===== src/shared/bias_diag_pkg.sv =====
// constants for the bias load-current fault diagnostic register bank
package bias_diag_pkg;
    // ------------------------------------------------------------
    // register offsets
    // ------------------------------------------------------------
    localparam logic [7:0] FAULT_LATCH_OFFSET = 8'h37;
    localparam logic [7:0] HIGH_THR_OFFSET    = 8'h38;
    localparam logic [7:0] LOW_THR_OFFSET     = 8'h39;
    localparam logic [7:0] PD_SELECT_OFFSET   = 8'h3A;

    // ------------------------------------------------------------
    // reset values
    // ------------------------------------------------------------
    localparam logic [7:0] HIGH_THR_RESET     = 8'hBA;
    localparam logic [7:0] LOW_THR_RESET      = 8'h4B;
    localparam logic [7:0] PD_SELECT_RESET    = 8'h10;
    localparam logic [7:0] FAULT_LATCH_RESET  = 8'h00;

    // ------------------------------------------------------------
    // field positions and codes
    // ------------------------------------------------------------
    localparam int         EN_A_BIT           = 7;
    localparam int         EN_B_BIT           = 6;
    localparam int         EN_C_BIT           = 5;
    localparam int         EN_D_BIT           = 4;
    localparam int         RSVD_RW_BIT        = 3;
    localparam logic [7:0] PD_SELECT_WMASK    = 8'hF8;
    localparam int         LATCH_HIGH_BIT     = 7;
    localparam int         LATCH_LOW_BIT      = 6;
    localparam int         LATCH_OV_BIT       = 5;
    localparam logic [7:0] TRIP_CODE_ZERO_MA  = 8'h39;
    localparam logic [7:0] TRIP_CODE_MAX      = 8'hF2;
    localparam logic [1:0] MODE_ONE           = 2'h1;
    localparam logic [1:0] MODE_TWO           = 2'h2;
endpackage : bias_diag_pkg


===== src/verilog/bias_fault_diag.sv =====
// bias load-current fault diagnostic configuration and powerdown control
// ------------------------------------------------------------
// ------------------------------------------------------------
module bias_fault_diag
(
    input  wire logic       clk,
    input  wire logic       rst,
    input  wire logic [7:0] reg_addr,
    input  wire logic [7:0] reg_wdata,
    input  wire logic       reg_write,
    input  wire logic       reg_read,
    output logic      [7:0] reg_rdata,
    input  wire logic [7:0] bias_current_code,
    input  wire logic       bias_current_valid,
    input  wire logic       over_voltage_pin,
    input  wire logic       over_temp_pin,
    input  wire logic [1:0] fault_shutdown_mode,
    output logic            bias_powerdown,
    output logic            adc_powerdown
);
    // ------------------------------------------------------------
    // state
    // ------------------------------------------------------------
    logic [7:0] high_thr_reg;
    logic [7:0] high_thr_next;
    logic [7:0] low_thr_reg;
    logic [7:0] low_thr_next;
    logic [7:0] pd_select_reg;
    logic [7:0] pd_select_next;
    logic [7:0] fault_latch_reg;
    logic [7:0] fault_latch_next;
    logic [7:0] rdata_reg;
    logic [7:0] rdata_next;
    logic       shutdown_reg;
    logic       shutdown_next;
    logic [2:0] ov_sync_reg;
    logic [2:0] ot_sync_reg;
    logic       ov_level_reg;
    logic       ov_level_next;
    logic       ot_level_reg;
    logic       ot_level_next;

    logic       high_fault;
    logic       low_fault;
    logic       trip;
    logic       latch_read;

    // ------------------------------------------------------------
    // helpers
    // ------------------------------------------------------------
    // register hit on an access
    function automatic logic hit(input logic [7:0] addr, input logic [7:0] offset);
        hit = (addr == offset);
    endfunction : hit

    // ------------------------------------------------------------
    // fault detection
    // ------------------------------------------------------------
    // measured code shares the trip code scale, so codes compare directly
    always_comb
    begin
        high_fault = bias_current_valid && (bias_current_code > high_thr_reg);
        low_fault  = bias_current_valid && (bias_current_code < low_thr_reg);
    end

    // shutdown selection per mode and enable
    always_comb
    begin
        trip = 1'b0;
        case (fault_shutdown_mode)
            bias_diag_pkg::MODE_ONE:
            begin
                trip = (pd_select_reg[bias_diag_pkg::EN_A_BIT] && (high_fault || low_fault))
                    || (pd_select_reg[bias_diag_pkg::EN_B_BIT] && ov_level_reg)
                    || (pd_select_reg[bias_diag_pkg::EN_C_BIT] && ot_level_reg)
                    || (pd_select_reg[bias_diag_pkg::EN_D_BIT] && high_fault);
            end
            bias_diag_pkg::MODE_TWO:
            begin
                trip = (pd_select_reg[bias_diag_pkg::EN_A_BIT] && (high_fault || low_fault))
                    || (pd_select_reg[bias_diag_pkg::EN_B_BIT] && low_fault)
                    || (pd_select_reg[bias_diag_pkg::EN_C_BIT] && ov_level_reg)
                    || (pd_select_reg[bias_diag_pkg::EN_D_BIT] && ot_level_reg);
            end
            default:
            begin
                trip = 1'b0;
            end
        endcase
    end

    // ------------------------------------------------------------
    // pin synchronisers
    // ------------------------------------------------------------
    // level follows once stages two and three agree
    always_comb
    begin
        ov_level_next = (ov_sync_reg[1] == ov_sync_reg[2]) ? ov_sync_reg[2] : ov_level_reg;
        ot_level_next = (ot_sync_reg[1] == ot_sync_reg[2]) ? ot_sync_reg[2] : ot_level_reg;
    end

    always_ff @(posedge clk)
    begin
        if (rst)
        begin
            ov_sync_reg  <= 3'h0;
            ot_sync_reg  <= 3'h0;
            ov_level_reg <= 1'b0;
            ot_level_reg <= 1'b0;
        end
        else
        begin
            ov_sync_reg  <= {ov_sync_reg[1:0], over_voltage_pin};
            ot_sync_reg  <= {ot_sync_reg[1:0], over_temp_pin};
            ov_level_reg <= ov_level_next;
            ot_level_reg <= ot_level_next;
        end
    end

    // ------------------------------------------------------------
    // register bank
    // ------------------------------------------------------------
    assign latch_read = reg_read && hit(reg_addr, bias_diag_pkg::FAULT_LATCH_OFFSET);

    // writes, read data and latch update
    always_comb
    begin
        high_thr_next  = high_thr_reg;
        low_thr_next   = low_thr_reg;
        pd_select_next = pd_select_reg;
        if (reg_write && hit(reg_addr, bias_diag_pkg::HIGH_THR_OFFSET))
        begin
            high_thr_next = reg_wdata; // reserved codes stored as written
        end
        if (reg_write && hit(reg_addr, bias_diag_pkg::LOW_THR_OFFSET))
        begin
            low_thr_next = reg_wdata;
        end
        if (reg_write && hit(reg_addr, bias_diag_pkg::PD_SELECT_OFFSET))
        begin
            // bits 2..0 are read-only zero
            pd_select_next = reg_wdata & bias_diag_pkg::PD_SELECT_WMASK;
        end
        // read clears, a new fault in the same cycle wins
        fault_latch_next = latch_read ? 8'h00 : fault_latch_reg;
        fault_latch_next[bias_diag_pkg::LATCH_HIGH_BIT] =
            fault_latch_next[bias_diag_pkg::LATCH_HIGH_BIT] | high_fault;
        fault_latch_next[bias_diag_pkg::LATCH_LOW_BIT] =
            fault_latch_next[bias_diag_pkg::LATCH_LOW_BIT] | low_fault;
        fault_latch_next[bias_diag_pkg::LATCH_OV_BIT] =
            fault_latch_next[bias_diag_pkg::LATCH_OV_BIT] | ov_level_reg;
        rdata_next = rdata_reg;
        if (reg_read)
        begin
            case (reg_addr)
                bias_diag_pkg::FAULT_LATCH_OFFSET: rdata_next = fault_latch_reg;
                bias_diag_pkg::HIGH_THR_OFFSET:    rdata_next = high_thr_reg;
                bias_diag_pkg::LOW_THR_OFFSET:     rdata_next = low_thr_reg;
                bias_diag_pkg::PD_SELECT_OFFSET:   rdata_next = pd_select_reg;
                default:                           rdata_next = 8'h00;
            endcase
        end
        // powerdown holds until reset once tripped
        shutdown_next = shutdown_reg | trip;
    end

    always_ff @(posedge clk)
    begin
        if (rst)
        begin
            high_thr_reg    <= bias_diag_pkg::HIGH_THR_RESET;
            low_thr_reg     <= bias_diag_pkg::LOW_THR_RESET;
            pd_select_reg   <= bias_diag_pkg::PD_SELECT_RESET;
            fault_latch_reg <= bias_diag_pkg::FAULT_LATCH_RESET;
            rdata_reg       <= 8'h00;
            shutdown_reg    <= 1'b0;
        end
        else
        begin
            high_thr_reg    <= high_thr_next;
            low_thr_reg     <= low_thr_next;
            pd_select_reg   <= pd_select_next;
            fault_latch_reg <= fault_latch_next;
            rdata_reg       <= rdata_next;
            shutdown_reg    <= shutdown_next;
        end
    end

    // outputs
    assign reg_rdata      = rdata_reg;
    assign bias_powerdown = shutdown_reg;
    assign adc_powerdown  = shutdown_reg;
endmodule : bias_fault_diag


===== config.mk =====
export PLATFORM = sky130hd
export DESIGN_NAME = bias_fault_diag
export DESIGN_NICKNAME = d
export VERILOG_FILES = /design/src/shared/bias_diag_pkg.sv /design/src/verilog/bias_fault_diag.sv
export SDC_FILE = /design/constraint.sdc
export NUM_CORES = 1
export LEC_CHECK = 0
export ABC_AREA = 1
export BUFFER_PORTS_ARGS = -buffer_cell sky130_fd_sc_hd__buf_2
export CORE_MARGIN = 5
export CORE_UTILIZATION = 54
export DETAILED_ROUTE_END_ITERATION = 12
export HOLD_SLACK_MARGIN = 0.05
export PLACE_DENSITY = 0.76
export SLEW_MARGIN = 20
export SYNTH_ARGS = -nofsm -noshare
export SYNTH_HDL_FRONTEND = slang
export SYNTH_SLANG_ARGS = --single-unit

===== constraint.sdc =====
create_clock -name clk -period 1.89 [get_ports clk]
set_input_delay 0.378 -clock clk [delete_from_list [all_inputs] [get_ports clk]]
set_output_delay 0.378 -clock clk [all_outputs]
set_load 0.05 [all_outputs]

# Word-level counts from Yosys, hierarchy flattened
# Index checks and enable logic that the tools add are counted.
classes:
  bitwise_logic: 4
  order_cmp: 2
  eq_ne: 8
  muxes: 3
  reduce_logical: 20
op_table:
  columns: ["operator", "count"]
  rows:
  - ["== test 8 x 6 -> 1 bit (second input constant)", 4]
  - ["one-hot mux 8 bit (4 select lines)", 1]
  - ["logical AND 1 bit", 13]
  - ["> comparator 8 bit", 1]
  - ["less-than comparator 8 bit", 1]
  - ["2-to-1 mux 8 bit", 1]
  - ["logical OR 1 bit", 7]
  - ["bitwise OR 1 bit", 4]
  - ["== test 1 bit", 2]
  - ["== test 2 x 1 -> 1 bit (second input constant)", 1]
  - ["== test 2 bit (second input constant)", 1]
  - ["one-hot mux 1 bit (2 select lines)", 1]
word_totals:
  wordCells: 47
  out_inout_bits: 10
  reg_bits: 41
  input_bits: 33

# Longest topological paths before layout
depth:
  ltp_word: 9
  mapped_depth: 17
  mapped_depth_nobuf: 17

# Worst setup path before layout
# Ideal clock, no wire load.
synth_path:
  kind: "input -> register"
  startpoint: "input port bias_current_code[7]"
  endpoint: "register shutdown_reg, in the netlist adc_powerdown"
  t_arrival_ns: 1.429
  path_stages: 12
  n_path_buf: 0
  required_ns: 1.759
  setup_ns: 0.131
  path_slack_ns: 0.330
  cell_sequence: "ha_1 a21o_2 nor2_1 nand2_1 nand2_1 nand2_1 nand2_1 nand2_1 nand2_1 nand2_1 nand2_1 a21oi_2"
synth_between:
  elab_chain_len: 9
  elab_cells_between_ends: 16
  cone_classes: "order compare: 2; mux: 1; bitwise: 1; reduce/logical: 12"
synth_lines:
  columns: ["element", "line_no", "rtl"]
  rows:
  - ["from (decl)", "bias_fault_diag.sv:13", "input wire logic [7:0] bias_current_code,"]
  - ["> comparator 8 bit or less-than comparator 8 bit (tied branches)", "bias_fault_diag.sv:62, bias_fault_diag.sv:63", null]
  - ["logical AND 1 bit, on equally long branches", "bias_fault_diag.sv:62, bias_fault_diag.sv:63", null]
  - ["logical OR 1 bit", "bias_fault_diag.sv:73, bias_fault_diag.sv:80", null]
  - ["logical AND 1 bit", "bias_fault_diag.sv:73, bias_fault_diag.sv:80", null]
  - ["logical OR 1 bit, on equally long branches", "bias_fault_diag.sv:81, bias_fault_diag.sv:74", null]
  - ["logical OR 1 bit, on equally long branches", "bias_fault_diag.sv:82, bias_fault_diag.sv:75", null]
  - ["logical OR 1 bit, on equally long branches", "bias_fault_diag.sv:83, bias_fault_diag.sv:76", null]
  - ["one-hot mux 1 bit (2 select lines) (*)", "bias_fault_diag.sv:70", "case (fault_shutdown_mode)"]
  - ["bitwise OR 1 bit (*)", "bias_fault_diag.sv:164", "shutdown_next = shutdown_reg | trip;"]
  - ["to (signal assigned)", "bias_fault_diag.sv:185", "shutdown_reg <= shutdown_next;"]
  - ["to (decl)", "bias_fault_diag.sv:34", "logic shutdown_reg;"]
# Every way passes the cells marked *; elsewhere a longest branch is shown, timed or not.
# A chain may end at the register's enable or synchronous reset.

# Final worst setup path
layout_path:
  startpoint: "register high_thr_reg[3]"
  endpoint: "register shutdown_reg, in the netlist adc_powerdown"
layout_between:
  elab_chain_len: 9
  elab_cells_between_ends: 13
  cone_classes: "order compare: 1; mux: 1; bitwise: 1; reduce/logical: 10"
layout_lines:
  columns: ["element", "line_no", "rtl"]
  rows:
  - ["from (decl)", "bias_fault_diag.sv:24", "logic [7:0] high_thr_reg;"]
  - ["from (signal assigned)", "bias_fault_diag.sv:171", "high_thr_reg <= bias_diag_pkg::HIGH_THR_RESET;"]
  - ["from (signal assigned)", "bias_fault_diag.sv:180", "high_thr_reg <= high_thr_next;"]
  - ["> comparator 8 bit (*)", "bias_fault_diag.sv:62", "high_fault = bias_current_valid && (bias_current_code > high_thr_reg);"]
  - ["logical AND 1 bit (*)", "bias_fault_diag.sv:62", null]
  - ["logical OR 1 bit", "bias_fault_diag.sv:73, bias_fault_diag.sv:80", null]
  - ["logical AND 1 bit", "bias_fault_diag.sv:73, bias_fault_diag.sv:80", null]
  - ["logical OR 1 bit, on equally long branches", "bias_fault_diag.sv:81, bias_fault_diag.sv:74", null]
  - ["logical OR 1 bit, on equally long branches", "bias_fault_diag.sv:82, bias_fault_diag.sv:75", null]
  - ["logical OR 1 bit, on equally long branches", "bias_fault_diag.sv:83, bias_fault_diag.sv:76", null]
  - ["one-hot mux 1 bit (2 select lines) (*)", "bias_fault_diag.sv:70", null]
  - ["bitwise OR 1 bit (*)", "bias_fault_diag.sv:164", null]
# Marks and branches as above.

==> results by stage <==
Status:
- The run finished with clean final reports.

Clock network:
- The post-CTS setup buffer count is 0.
- The H-tree level count is 2.
- The clock root buffer master is sky130_fd_sc_hd__clkbuf_8.
- Counting the buffers created by CTS gives 5.
- The number of buffers inserted for hold repair after clock tree synthesis is 0.
- The largest buffer count on any clock path is 2.
- TritonCTS built the clock tree.
- The clock latency on the worst-skew pair is 290 ps.
- The number of instances resized during post-cts repair is 0.
- After clock tree synthesis, the clock-pin slew on the worst setup and hold paths is 70 ps.
- The clock sink total is 41.

Worst setup path:
- STA puts the critical path data arrival time at 1820 ps.
- The critical path goes through inv_1 > ha_1 > nand2_1 > inv_1 > nand2_1 > nand2_1 > nand2_1 > nand2_1 > nand2_1 > nand2_1 > nand2_1 > nand2_1 > nand2_1 > nand2_1 > nand2_1 > a21oi_2.
- STA classifies the critical path startpoint as a flop.
- The critical path runs through a total of 16 cells.
- The number of cells on the worst reg-to-reg path is 16.
- The kind of cell with the highest combined delay along the critical path is simple AND/OR/NAND/NOR gates.
- In this run the worst path has a maximum fanout of 3.
- The worst register-to-register path has a setup slack of 250 ps.
- The cell with the biggest individual delay on the critical path is sky130_fd_sc_hd__dfxtp_1.
- The most frequent cell on the critical path is sky130_fd_sc_hd__nand2_1.
- In this design, the stage delay of the slowest critical-path cell is 310 ps.
- STA classifies the critical path endpoint as a flop.
- The number of buffer and inverter stages on the critical path is 2.
- STA puts the critical path data required time at 2070 ps.
- The category of the critical setup timing path is reg -> reg.

Finish:
- In the layout the commonest cells are sky130_fd_sc_hd__inv_1, sky130_fd_sc_hd__nand2_1, sky130_fd_sc_hd__buf_2.
- The most frequent standard cell in the layout excluding fill and tap cells is sky130_fd_sc_hd__inv_1.
- After the flow finishes, the layout carries non-filler instances totaling 377.
- The end-of-flow core utilization is 66.2%.
- Counting the fill cells in the layout gives 358.
- The share of post-route cells with drive strength above 1 is 21.3%.
- The area growth from synthesis to final layout is 17.0%.
- The count of antenna diodes in the layout is 0.
- The final layout contains 378 nets.

Floorplanning:
- In this run the count of I/O pins placed on the die edge is 43.
- The count of standard-cell rows is 22.
- The floorplan step set the die height to 72.6 µm.
- The die is 72.6 µm wide.
- The floorplan core area is 3740 µm².
- The die outline area is 5280 µm².
- Once the floorplan was initialized, standard cells occupied 56.6% of the core.

Global route:
- Across every metal layer, demand over resource in global routing totals 19.6%.
- Entering global routing, the biggest net connects 25 pins.
- The number of global-route vias before repair came to 1786.
- The remaining global-route overflow is 0.
- The first-pass GRT wire length is 7970 µm.
- In this run the most used layer during global routing was met2.
- The initial antenna violation count is 0.
- For this run, global-route usage on met3 was measured as 4.55%.
- Global routing used 34.2% of the available met2 tracks.
- The met1 usage in global routing is 23.4%.

Power:
- For this design the static power due to leakage is 1.21 nW.
- Dividing total power by cell area gives a power density of 710 nW/µm².
- The maximum VDD drop is 0.000501 V.
- The power consumption is 1.76 mW.

Detailed routing:
- The number of remaining DRC errors is 0.
- The post-detailed-route count of antenna-violating nets is 0.
- Dividing the detail-routed wire length by the instance count gives 12.9 µm.
- Dividing the detail-routed via count by the number of cells gives 5.08.
- The total length of routed wires is 4880 µm.
- The number of DRC markers after the initial detailed-route iteration is 139.
- The first TritonRoute pass finished after 4 iterations.
- The detailed router placed 1917 vias in this run.

Synthesis:
- During synthesis, Yosys emitted a total of 0 warnings.
- The gate count after technology mapping is 284.
- The number of synthesized register bits is 41.
- The mapped cell area is 2120 µm².
- The share of synthesized area in the top cell type comes to 38.7%.
- Summed over all instances, the cell type with the most area after synthesis is sky130_fd_sc_hd__dfxtp_1.
- The number of unique standard cell types used by synthesis is 26.
- The average instance in the mapped netlist occupies 7.46 µm².
- Sorting the synthesized cells by area gives the leading types as sky130_fd_sc_hd__dfxtp_1, sky130_fd_sc_hd__ha_1, sky130_fd_sc_hd__inv_1, sky130_fd_sc_hd__a21oi_1, sky130_fd_sc_hd__nand2_1.
- The proportion of synthesized chip area in sequential cells is 38.7%.
- The number of nets in the synthesized netlist is 334.

STA:
- Setup repair after global routing left no endpoint under its margin.
- The final max-slew violation count was 0.
- Based on the critical path, the design can be clocked at up to 608 MHz.
- After routing, the total negative slack on setup checks comes to 0 ps.
- In the finished design, the share of the clock period the worst path needs comes to 87.0%.
- The least setup slack across all paths after layout is 245 ps.
- For the pin with the worst max-slew slack, the measured transition is 340 ps.
- The worst pin sits at a relative slew slack of 77.3%.
- The setup clock skew after layout is 2.95 ps.
- The final setup violation count is 0.
- The final critical-path required period is 1640 ps.
- The final hold violation count is 0.

Flow run:
- Across the run, the number of max-cap violations was 0.

Min path:
- The type of the tightest min-delay check is in -> reg.
- The cell depth of the worst min-delay path is 3.

Place:
- During placement, the flow inserted port buffers numbering 42.
- Counting tap cells, the placed design contains a total of 369 instances.
- Once detailed placement completed, the half-perimeter wirelength came to 3790 µm.
- The final weighted congestion in routability-driven placement is 0.844.
- The setup slack after placement is 105 ps.
-- where the power goes --
group	switching, mW	leakage (nW)	internal (mW)
registers	0.00383	0.332	0.873
logic	0.0949	0.823	0.0616
clock network	0.296	0.0585	0.431
total	0.395	1.21	1.37
-- cell usage after synthesis (all sizes together) --
cell type	number
nor3	3
nand4	2
nor2	21
o21ai	26
o22ai	13
dfxtp	41
inv	57
ha	17
buf	4
a211oi	2
nand2	49
a21oi	39
clkbuf	3
a21o	1
nand3	6
-- cell families (layout without fill, tap and decap cells) --
kind of cell,after synthesis,after routing,synth area share (%)
compound gates,81,81,20.5
simple gates,81,81,18.5
buf+inv,64,109,12.2
flops,41,41,38.7
fa+ha+maj,17,17,10.0
-- per-layer routing --
metal	vias to the layer above	routed length, µm
met5	-	0
met4	0	72
met3	5	329
met2	59	2500
met1	845	1980
li1	1008	-
-- through the flow --
stage,hold slack [ps],area (µm²)
after floorplan,388,2120
after global placement,390,2360
after detailed placement,401,2360
after CTS,274,2480
after global routing,295,2480
final,283,2480
-- worst register-to-register path, cell delays in order, from the launching register on --
cell and delay [ps]:
sky130_fd_sc_hd__dfxtp_1 310, sky130_fd_sc_hd__inv_1 60, sky130_fd_sc_hd__ha_1 300, sky130_fd_sc_hd__nand2_1 100
sky130_fd_sc_hd__inv_1 50, sky130_fd_sc_hd__nand2_1 60, sky130_fd_sc_hd__nand2_1 70, sky130_fd_sc_hd__nand2_1 60
sky130_fd_sc_hd__nand2_1 60, sky130_fd_sc_hd__nand2_1 80, sky130_fd_sc_hd__nand2_1 50, sky130_fd_sc_hd__nand2_1 70
sky130_fd_sc_hd__nand2_1 50, sky130_fd_sc_hd__nand2_1 50, sky130_fd_sc_hd__nand2_1 60, sky130_fd_sc_hd__nand2_1 70
sky130_fd_sc_hd__a21oi_2 50
-- worst paths after layout --
| path | from | to |
|---|---|---|
| max reg2reg | high_thr_reg[3]$_SDFFE_PP1P_ | adc_powerdown$_SDFF_PP0_ |
| min reg2reg | ov_sync_reg[0]$_SDFF_PP0_ | ov_sync_reg[1]$_SDFF_PP0_ |
| max | high_thr_reg[3]$_SDFFE_PP1P_ | adc_powerdown$_SDFF_PP0_ |
| min | over_voltage_pin | ov_sync_reg[0]$_SDFF_PP0_ |
-- final cells by class --
type                    instances  area (µm²)  share of cell area [%]
repair buffers                 44         225                    9.09
clock buffers                   7        86.3                    3.48
clock inverters                 1        30.0                    1.21
multi-input cells             179        1040                    41.9
well taps                      48        60.1                    2.42
inverters                      57         216                    8.74
flip-flops and latches         41         821                    33.1
No activity file was read; power rests on OpenSTA's default activity.
